<file path="src/verilog/dacus_pkg.sv">
/*
 * Shared constants for the two-channel DAC update scheduler.
 * Assumes an 8-bit special-function register bus with one-cycle strobes.
 */
package dacus_pkg;
    localparam logic [7:0] CTRL0_ADDR = 8'hd4;
    localparam logic [7:0] LOW0_ADDR = 8'hd2;
    localparam logic [7:0] HIGH0_ADDR = 8'hd3;
    localparam logic [7:0] CTRL1_ADDR = 8'hd7;
    localparam logic [7:0] LOW1_ADDR = 8'hd5;
    localparam logic [7:0] HIGH1_ADDR = 8'hd6;
    localparam int ENABLE_BIT = 7;
    localparam int SOURCE_LSB = 3;
    localparam int FORMAT_LSB = 0;
    localparam logic [7:0] CTRL_RESET = 8'h00;
    localparam logic [7:0] DATA_RESET = 8'h00;
    localparam logic [11:0] CODE_RESET = 12'h000;
    localparam logic [7:0] CTRL_WMASK = 8'h9f;

    typedef enum logic [1:0] {
        DACUS_SRC_WRITE = 2'b00,
        DACUS_SRC_TMR3 = 2'b01,
        DACUS_SRC_TMR4 = 2'b10,
        DACUS_SRC_TMR2 = 2'b11
    } dacus_src_t;

    typedef enum logic [2:0] {
        DACUS_FMT_4_8 = 3'b000,
        DACUS_FMT_5_7 = 3'b001,
        DACUS_FMT_6_6 = 3'b010,
        DACUS_FMT_7_5 = 3'b011,
        DACUS_FMT_8_4 = 3'b100
    } dacus_fmt_t;
endpackage : dacus_pkg

</file>
<file path="src/verilog/dacus_scheduler.sv">
/*
 * Two identical DAC channels: control, data bytes and update scheduling.
 * Assumes register strobes and timer overflow pulses are one clk cycle wide.
 */
`timescale 1ns/1ps

////////////////////////////////////////////////////////////////////////////////
// Summary of operation
// Each channel's latch holds a 12-bit unsigned code, 000 to fff.
// Disabled channel drives output enable inactive and asserts shutdown.
// Update source 00 (default) latches data on each high-byte write.
// In on-demand mode low-byte writes are stored without changing output.
// Software writes low byte before high byte for full resolution.
// For 8-bit use, software preloads low byte then writes high only.
// Sources 01, 10, 11 wait for timer 3, 4 or 2 overflow.
// On the chosen overflow both bytes are copied to the latch at once.
// Control bit 7 enables the channel; clear means shutdown.
// Control bits 6 and 5 read zero and ignore writes.
// Control bits 2 to 0 select the data word placement.
// Format 000: high[3:0] and whole low byte.
// Format 001: high[4:0] and low[7:1].
// Format 010: high[5:0] and low[7:2].
// Format 011: high[6:0] and low[7:3].
// Software sets the bias generator before using any channel.
// The second channel behaves identically with its own registers.
// Format 100: high[7:0] and low[7:4]; 101 to 111 reserved.
// Data writes while a timer update waits overwrite; latest transfers.
module dacus_scheduler (
    input wire logic clk,
    input wire logic reset_n,
    input wire logic [7:0] regAddr,
    input wire logic regWrite,
    input wire logic [7:0] regWdata,
    output logic [7:0] regRdata,
    input wire logic timer2Overflow,
    input wire logic timer3Overflow,
    input wire logic timer4Overflow,
    output logic [11:0] codeOut0,
    output logic [11:0] codeOut1,
    output logic outputEnable0_n,
    output logic outputEnable1_n,
    output logic shutdown0,
    output logic shutdown1
);
    typedef struct packed {
        logic [1:0][7:0] ctrl;
        logic [1:0][7:0] low;
        logic [1:0][7:0] high;
        logic [1:0][11:0] code;
        logic [7:0] rdata;
    } dacus_state_t;

    dacus_state_t st_r;
    dacus_state_t st_nxt;
    logic [1:0] ctrlHit;
    logic [1:0] lowHit;
    logic [1:0] highHit;

    function automatic logic [11:0] dacusFormat(input logic [2:0] fmt,
                                                input logic [7:0] hi,
                                                input logic [7:0] lo);
        logic [11:0] word;
        word = {hi[3:0], lo};
        case (fmt)
            dacus_pkg::DACUS_FMT_4_8: word = {hi[3:0], lo};
            dacus_pkg::DACUS_FMT_5_7: word = {hi[4:0], lo[7:1]};
            dacus_pkg::DACUS_FMT_6_6: word = {hi[5:0], lo[7:2]};
            dacus_pkg::DACUS_FMT_7_5: word = {hi[6:0], lo[7:3]};
            dacus_pkg::DACUS_FMT_8_4: word = {hi, lo[7:4]};
            default: word = {hi, lo[7:4]};
        endcase
        return word;
    endfunction : dacusFormat

    ////////////////////////////////////////////////////////////////////////////
    // Address decode.
    always_comb begin
        ctrlHit = 2'b00;
        lowHit = 2'b00;
        highHit = 2'b00;
        if (regAddr == dacus_pkg::CTRL0_ADDR) begin
            ctrlHit[0] = 1'b1;
        end else if (regAddr == dacus_pkg::LOW0_ADDR) begin
            lowHit[0] = 1'b1;
        end else if (regAddr == dacus_pkg::HIGH0_ADDR) begin
            highHit[0] = 1'b1;
        end else if (regAddr == dacus_pkg::CTRL1_ADDR) begin
            ctrlHit[1] = 1'b1;
        end else if (regAddr == dacus_pkg::LOW1_ADDR) begin
            lowHit[1] = 1'b1;
        end else if (regAddr == dacus_pkg::HIGH1_ADDR) begin
            highHit[1] = 1'b1;
        end
    end

    ////////////////////////////////////////////////////////////////////////////
    // Next state for both channels.
    always_comb begin
        logic [7:0] lo;
        logic [7:0] hi;
        logic [1:0] src;
        logic tick;
        lo = 8'h00;
        hi = 8'h00;
        src = 2'b00;
        tick = 1'b0;
        st_nxt = st_r;
        for (int ch = 0; ch < 2; ch++) begin
            if (regWrite && ctrlHit[ch]) begin
                st_nxt.ctrl[ch] = regWdata & dacus_pkg::CTRL_WMASK;
            end
            if (regWrite && lowHit[ch]) begin
                st_nxt.low[ch] = regWdata;
            end
            if (regWrite && highHit[ch]) begin
                st_nxt.high[ch] = regWdata;
            end
            lo = st_nxt.low[ch];
            hi = st_nxt.high[ch];
            src = st_r.ctrl[ch][dacus_pkg::SOURCE_LSB +: 2];
            case (src)
                dacus_pkg::DACUS_SRC_WRITE: tick = regWrite && highHit[ch];
                dacus_pkg::DACUS_SRC_TMR3: tick = timer3Overflow;
                dacus_pkg::DACUS_SRC_TMR4: tick = timer4Overflow;
                default: tick = timer2Overflow;
            endcase
            if (tick) begin
                st_nxt.code[ch] = dacusFormat(
                    st_r.ctrl[ch][dacus_pkg::FORMAT_LSB +: 3], hi, lo);
            end
        end
        st_nxt.rdata = 8'h00;
        for (int ch = 0; ch < 2; ch++) begin
            if (ctrlHit[ch]) begin
                st_nxt.rdata = st_r.ctrl[ch];
            end else if (lowHit[ch]) begin
                st_nxt.rdata = st_r.low[ch];
            end else if (highHit[ch]) begin
                st_nxt.rdata = st_r.high[ch];
            end
        end
    end

    always_ff @(posedge clk or negedge reset_n) begin
        if (!reset_n) begin
            st_r.ctrl <= {2{dacus_pkg::CTRL_RESET}};
            st_r.low <= {2{dacus_pkg::DATA_RESET}};
            st_r.high <= {2{dacus_pkg::DATA_RESET}};
            st_r.code <= {2{dacus_pkg::CODE_RESET}};
            st_r.rdata <= dacus_pkg::DATA_RESET;
        end else begin
            st_r <= st_nxt;
        end
    end

    ////////////////////////////////////////////////////////////////////////////
    // Outputs.
    assign regRdata = st_r.rdata;
    assign codeOut0 = st_r.code[0];
    assign codeOut1 = st_r.code[1];
    assign outputEnable0_n = ~st_r.ctrl[0][dacus_pkg::ENABLE_BIT];
    assign outputEnable1_n = ~st_r.ctrl[1][dacus_pkg::ENABLE_BIT];
    assign shutdown0 = ~st_r.ctrl[0][dacus_pkg::ENABLE_BIT];
    assign shutdown1 = ~st_r.ctrl[1][dacus_pkg::ENABLE_BIT];
endmodule : dacus_scheduler

</file>
<file path="config.mk">
export PLATFORM = sky130hd
export DESIGN_NAME = dacus_scheduler
export DESIGN_NICKNAME = d
export VERILOG_FILES = /design/src/verilog/dacus_pkg.sv /design/src/verilog/dacus_scheduler.sv
export SDC_FILE = /design/constraint.sdc
export NUM_CORES = 1
export LEC_CHECK = 0
export CAP_MARGIN = 30
export CORE_MARGIN = 2
export CORE_UTILIZATION = 47
export DETAILED_ROUTE_END_ITERATION = 16
export DONT_BUFFER_PORTS = 1
export PLACE_DENSITY_LB_ADDON = 0.12
export SKIP_LAST_GASP = 1
export SLEW_MARGIN = 20
export SYNTH_ARGS = -nofsm -noshare
export SYNTH_HDL_FRONTEND = slang
export SYNTH_SLANG_ARGS = --single-unit
</file>
<file path="constraint.sdc">
create_clock -name clk -period 2.2 [get_ports clk]
set_input_delay 0.44 -clock clk [delete_from_list [all_inputs] [get_ports clk]]
set_output_delay 0.44 -clock clk [all_outputs]
set_load 0.01 [all_outputs]
</file>
==> results of run 1 <==
-- cell families (layout without fill, tap and decap cells) --
kind of cell	count (synthesis)	after routing
muxes	105	105
and+or+nand+nor	102	102
AOI/OAI and AO/OA	78	78
buffers and inverters	83	74
DFF	76	76
-- sequential cells by signal, summed over array words and instances, names as in the netlist --
signal / count
codeOut1: 12
st_r: 44
codeOut0: 12
regRdata: 8
-- per-layer routing --
layer / track usage (%) / part of all wire, % / vias up
met5: 0 / 0 / -
met4: 9.02 / 1.9 / 0
met3: 6.37 / 4.8 / 22
met2: 41.5 / 50 / 102
met1: 32.5 / 44 / 1803
li1: - / - / 1605
-- worst max-delay path, delay by kind of cell (launching register included) --
family,cells,cell delay [ns]
multiplexers,1,0.35
AND/OR/NAND/NOR,2,0.49
flip-flops,1,0.44
buffers and inverters,1,0.17
AO/OA/AOI/OAI,2,0.44
-- power breakdown --
| group | total (W) | internal, W | switching (W) |
|---|---|---|---|
| Clock | 0.00124 | 0.000693 | 0.000547 |
| Sequential | 0.00169 | 0.00153 | 0.000162 |
| Combinational | 0.000476 | 0.000230 | 0.000246 |
| Total | 0.00341 | 0.00245 | 0.000955 |
-- per-stage QoR --
| step | TNS (ns) | instance area, sq um | power, W |
|---|---|---|---|
| floorplan | -0.00525 | 4890 | 0.00217 |
| global placement | -0.107 | 4990 | 0.00216 |
| detailed placement | -0.177 | 4990 | 0.00216 |
| CTS | 0 | 5250 | 0.00344 |
| global route | 0 | 5250 | 0.00356 |
| finish | 0 | 5250 | 0.00341 |
-- cell usage after synthesis (3+ instances only) --
master	count	area, sq um
mux4_2	22	495
nand2b_1	4	25.0
o211ai_1	13	97.6
buf_4	36	270
a32oi_1	5	43.8
a31oi_1	4	25.0
a21oi_1	14	70.1
buf_1	5	18.8
nand4_1	4	25.0
dfrtp_1	76	1900
and3_1	6	37.5
o31ai_1	4	30.0
mux2i_1	41	410
nor2_1	23	86.3
and2_1	4	25.0
inv_1	15	56.3
clkbuf_1	20	75.1
nand3_1	12	60.1
o21ai_0	5	25.0
mux2_2	40	450
buf_2	3	15.0
nor3_1	4	20.0
or3_1	4	25.0
a22oi_1	3	22.5
a221oi_1	5	43.8
nand2_1	28	105
o22ai_1	8	50.1
-- how the worst min path moves through the flow --
stage	from	endpoint	slack, ns	depth (start not counted)
floorplan	reset_n	codeOut0[0]$_DFFE_PN0P_	0.14	0
global placement	reset_n	codeOut0[5]$_DFFE_PN0P_	0.15	0
finish	regWdata[1]	st_r[65]$_DFFE_PN0P_	0.21	1
detailed placement	reset_n	codeOut0[7]$_DFFE_PN0P_	0.15	0
global route	regWdata[1]	st_r[65]$_DFFE_PN0P_	0.20	1
CTS	regWdata[1]	st_r[65]$_DFFE_PN0P_	0.20	1
-- layout make-up --
type / instances / area share, %
Timing Repair Buffer: 42 / 7.15
Multi-Input combinational cell: 285 / 47.9
Tap cell: 136 / 3.24
Inverter: 17 / 1.22
Clock inverter: 4 / 1.38
Sequential cell: 76 / 36.2
Clock buffer: 11 / 2.88
==> flow_summary.toml, run 1 <==
[status]
outcome = "completed"

[final_layout]
final_common_cell = "dfrtp_1"
nets = 453
n_fill_cell = 916
fin_util_pct = 51.6
seq_area_sq_um = 1900
final_cell_mix = "dfrtp_1 (76), mux2i_1 (41), mux2_2 (39)"
num_antenna_cells = 0
synthToLayoutAreaGrowth_pct = 7.75
multiInputGateArea_sq_um = 2520
final_layout_size_suffix_gt1_share_pct = 29.9
stdcell_count = 571

[timing]
period_share_pct = 91.1
rsz0062_at_grt = "no"
fmax_mhz = 499
slew_violations = 0
holdWs_ns = 0.210
setup_viol = 0
maxSlewHeadroom_pct = 67.8
fin_ws_ns = 0.196
finalClockSkew_ns = 0.0155
tightest_slew_ns = 0.481
min_period_ns = 2.00
finalHoldViolCount = 0

[clock_network]
post_cts_resized = 0
cts_tree = "built"
ctsHoldBuffers = 2
clkSinkCount = 76
clock_latency_ns = 0.38
clockBufferDepth = 2
clkSlewWorstSetupHoldPaths_ns = 0.09
cts_setup_buffers = 0
cts_buffers = 9
htree_levels = 3
cts_root_buf = "clkbuf_8"

[worst_setup_path]
rrSetupSlack_ns = 0.20
reg2reg_depth = 6
path_cells = "mux2_2, a21oi_1, buf_4, and2_1, nor2_1, a221o_1"
slowest_stage = "dfrtp_1"
timing.rr.end = "codeOut1[3]$_DFFE_PN0P_"
critical_path.max_stage_delay_ns = 0.44
critical_path.max_fanout = 12
cp-end-kind = "flip-flop"
critPathRequiredTime_ns = 2.45
reg2reg_from = "st_r[75]$_DFFE_PN0P_"
path_class = "flip-flop to flip-flop"
critPathLaunchType = "flip-flop"
crit_path_end = "codeOut1[3]$_DFFE_PN0P_"
crit_start = "st_r[75]$_DFFE_PN0P_"
crit_arrival_ns = 2.26

[synthesis]
syn_nets = 466
synth_compound_area_share_pct = 11.6
synth-simple-area-share_pct = 11.4
synthMuxAreaShare_pct = 28.4
synth_top_family_by_area = "multiplexers"
ys_types = 55
synth_fa_ha_area_share_pct = 0
yosysWarnings = 0
ys_seq_elements = 76
synth-seq-area-share_pct = 39.0
async_flop_share_pct = 100
synth_area_per_cell_sq_um = 11.0
synth-edff-count = 0
synth-xor-area-share_pct = 0
syn_inst = 444
syn_area_sq_um = 4870
synth_ff_type = "dfrtp_1"

[placed_design]
pre_cts_ws_ns = -0.0708
numPortBuffers = 0
place_inst = 554
place_congestion = 0.886
dp.final_hpwl_um = 9750

[floorplanning]
die_x_um = 106
coreArea_sq_um = 10200
die_h_um = 106
core.rowCount = 37
initial_core_util_pct = 47.9
die_area_sq_um = 11200
io_pins = 58

[grt]
antenna_found_initial = 0
grt_pass1_wl_um = 21100
gr-total-overflow = 0
grt_max_degree = 77
first_global_vias = 3649
track_usage_pct = 25.3

[detailed_routing]
drt_iter0_markers = 204
drt_pass1_iterations = 4
via_count = 3532
drc = 0
routed_wl_um = 13400
detail_route.wl_per_cell_um = 23.4
viasPerCell = 6.19
antenna_left = 0

[pwr]
ir_drop_uv = 533
p_leak_nw = 2.36
powerDensity_nw_per_um2 = 649

[job]
maxCapViolCount = 0

[worst_hold_path]
worst_hold_path_type = "input port to flip-flop"
Power figures use the tool's default switching activity.
==> run 2, diff against run 1 <==
--- a/config.mk
+++ b/config.mk
@@ -5,12 +5,15 @@
 export SDC_FILE = /design/constraint.sdc
 export NUM_CORES = 1
 export LEC_CHECK = 0
+export ABC_AREA = 1
 export CAP_MARGIN = 30
 export CORE_MARGIN = 2
 export CORE_UTILIZATION = 47
 export DETAILED_ROUTE_END_ITERATION = 16
 export DONT_BUFFER_PORTS = 1
 export PLACE_DENSITY_LB_ADDON = 0.12
+export REMOVE_ABC_BUFFERS = 1
+export SETUP_SLACK_MARGIN = 0.3
 export SKIP_LAST_GASP = 1
 export SLEW_MARGIN = 20
 export SYNTH_ARGS = -nofsm -noshare
==> flow_summary.toml, run 2 <==
[timing]
rsz0062_at_grt = "no"
setup_viol = 0
slew_violations = 0
period_share_pct = 77.0
fmax_mhz = 590
fin_ws_ns = 0.505
maxSlewHeadroom_pct = 52.7
tightest_slew_ns = 0.710
min_period_ns = 1.70
finalClockSkew_ns = 0.00770
holdWs_ns = -0.248
finalHoldViolCount = 76

[grt]
gr-total-overflow = 0
track_usage_pct = 26.5
grt_pass1_wl_um = 23600
first_global_vias = 4642
grt_max_degree = 77
antenna_found_initial = 0

[synthesis]
synth_ff_type = "dfrtp_1"
synth_area_per_cell_sq_um = 7.08
syn_area_sq_um = 5100
ys_seq_elements = 76
async_flop_share_pct = 100
synth_top_area_share_pct = 37.3
ys_types = 32
yosysWarnings = 0
synth-edff-count = 0
yosysMostFrequentCell = "nand2_1"
synth_commonest_cells = "nand2_1 (237), nand3_1 (133), dfrtp_1 (76), inv_1 (71), buf_4 (36)"
syn_inst = 721
synth-seq-area-share_pct = 37.3
yosys-top-cells-area = "dfrtp_1 (37%), nand2_1 (17%), nand3_1 (13%), buf_4 (5.3%), inv_1 (5.2%)"
synth_top_area_cell = "dfrtp_1"

[detailed_routing]
drt_pass1_iterations = 5
viasPerCell = 5.72
detail_route.wl_per_cell_um = 17.7
antenna_left = 0
via_count = 4769
routed_wl_um = 14700
drc = 0
drt_iter0_markers = 388

[worst_hold_path]
worst_hold_path_type = "input port to asynchronous set/reset pin"

[final_layout]
fin_util_pct = 49.0
synthToLayoutAreaGrowth_pct = 2.77
final_cell_mix = "nand2_1 (237), nand3_1 (133), dfrtp_1 (76)"
top_register = "st_r"
final_common_cell = "nand2_1"
largest_reg_flops = 44
finish.instance_area_sq_um = 5240
final_layout_size_suffix_gt1_share_pct = 8.36
nets = 711
num_antenna_cells = 0

[floorplanning]
core.rowCount = 38
io_pins = 58
die_h_um = 108
die_area_sq_um = 11700
coreArea_sq_um = 10700
die_x_um = 108
initial_core_util_pct = 47.7

[clock_network]
cts_root_buf = "clkbuf_8"
cts_buffers = 9
clkSinkCount = 76
clockBufferDepth = 2
cts_tree = "built"
clkSlewWorstSetupHoldPaths_ns = 0.08
clock_latency_ns = 0.37
htree_levels = 3

[placed_design]
dp.final_hpwl_um = 10600
numPortBuffers = 0
place_congestion = 0.921
pre_cts_ws_ns = 0.0427
placed_cell_area_sq_um = 4990

[pwr]
swShare_pct = 30.9
p_leak_nw = 2.79
clock_power_share_pct = 34.6
internal_power_w = 0.00238
power_frac_seq_pct = 51.4
powerDensity_nw_per_um2 = 658
power_frac_comb_pct = 14.0
p_sw_w = 0.00107
finalPower_w = 0.00345
ir_drop_uv = 322

[worst_setup_path]
critPathLaunchType = "flip-flop"
cp-end-kind = "flip-flop"
crit_arrival_ns = 1.96
critical_path.max_fanout = 19
path_class = "flip-flop to flip-flop"
critPathRequiredTime_ns = 2.46

[status]
outcome = "finished, violations left"
violations = "hold timing"

[job]
maxCapViolCount = 0
run 2: changes by cell type in the layout (fill, tap and decap cells not counted), moves of 12 or more:
cell / previous run / this run
mux4_2: 22 / 0
inv_1: 15 / 71
nand2_1: 28 / 237
o211ai_1: 13 / 1
buf_4: 37 / 19
nand3_1: 12 / 133
mux2_2: 39 / 0
o21bai_1: 0 / 24
nand4_1: 4 / 31
a21oi_1: 14 / 2
mux2i_1: 41 / 0
run 2: path summary, 6_finish.rpt:
kind                                           start                  endpoint  slack (ns)  depth (start not counted)
min in group clk                         regWdata[4]        st_r[36]$_DFF_PN0_        0.19                          2
worst min-delay path                         reset_n     regRdata[5]$_DFF_PN0_       -0.25                          0
max in group asynchronous                    reset_n        st_r[41]$_DFF_PN0_        2.34                          0
worst min register to register  st_r[71]$_DFFE_PN0P_      st_r[71]$_DFFE_PN0P_        0.49                          2
worst max register to register  st_r[66]$_DFFE_PN0P_  codeOut0[10]$_DFFE_PN0P_        0.50                          6
worst max-delay path            st_r[66]$_DFFE_PN0P_  codeOut0[10]$_DFFE_PN0P_        0.50                          6
run 2: layout make-up:
| class | count | area (sq um) |
|---|---|---|
| clock buffers | 9 | 124 |
| clock inverters | 7 | 91.3 |
| fillers | 1107 | 5450 |
| inverters | 73 | 275 |
| multi-input cells | 509 | 2510 |
| flip-flops and latches | 76 | 1900 |
| well taps | 140 | 175 |
| repair buffers | 20 | 163 |
run 2: per-stage QoR:
step                      setup TNS [ns]  hold WS [ns]  instances
after floorplan                  -0.0267         0.144        658
after global placement                 0         0.147        815
after detailed placement               0         0.148        815
after CTS                              0        -0.258        831
after global routing                   0        -0.269        834
final                                  0        -0.248        834
run 2: critical path, stage by stage, from the launching register on:
cell	delay, ns
dfrtp_1	0.80
nor3_1	0.13
buf_4	0.22
nand3_1	0.10
nand3_1	0.09
o21bai_1	0.16
nand2_1	0.06
run 2: kinds of logic (layout without fill, tap and decap cells):
| family | count (synthesis) | in the layout | synth area share [%] |
|---|---|---|---|
| and+or+nand+nor | 445 | 445 | 41.1 |
| DFF | 76 | 76 | 37.3 |
| buffers and inverters | 136 | 109 | 13.5 |
| AOI/OAI and AO/OA | 64 | 64 | 8.14 |
run 2: power by group through the flow:
stage	registers, W	logic (W)	clock network, W
6_report	0.00177	0.000482	0.00119
5_1_grt	0.00180	0.000549	0.00129
4_1_cts	0.00178	0.000477	0.00122
3_5_place_dp	0.00180	0.000476	0
3_3_place_gp	0.00180	0.000467	0
2_1_floorplan	0.00176	0.000354	0
run 2: routing by layer:
metal  global-route usage [%]  routed length, um
met1                     32.8               6200
met2                     43.4               6940
met3                     5.00                999
met4                     14.5                581
met5                        0                  0
run 2: timing repair:
action	in CTS	in global routing
gates resized for setup	0	0
endpoints found under the setup margin	0	10
hold endpoints to repair	76	76
buffers inserted	0	3
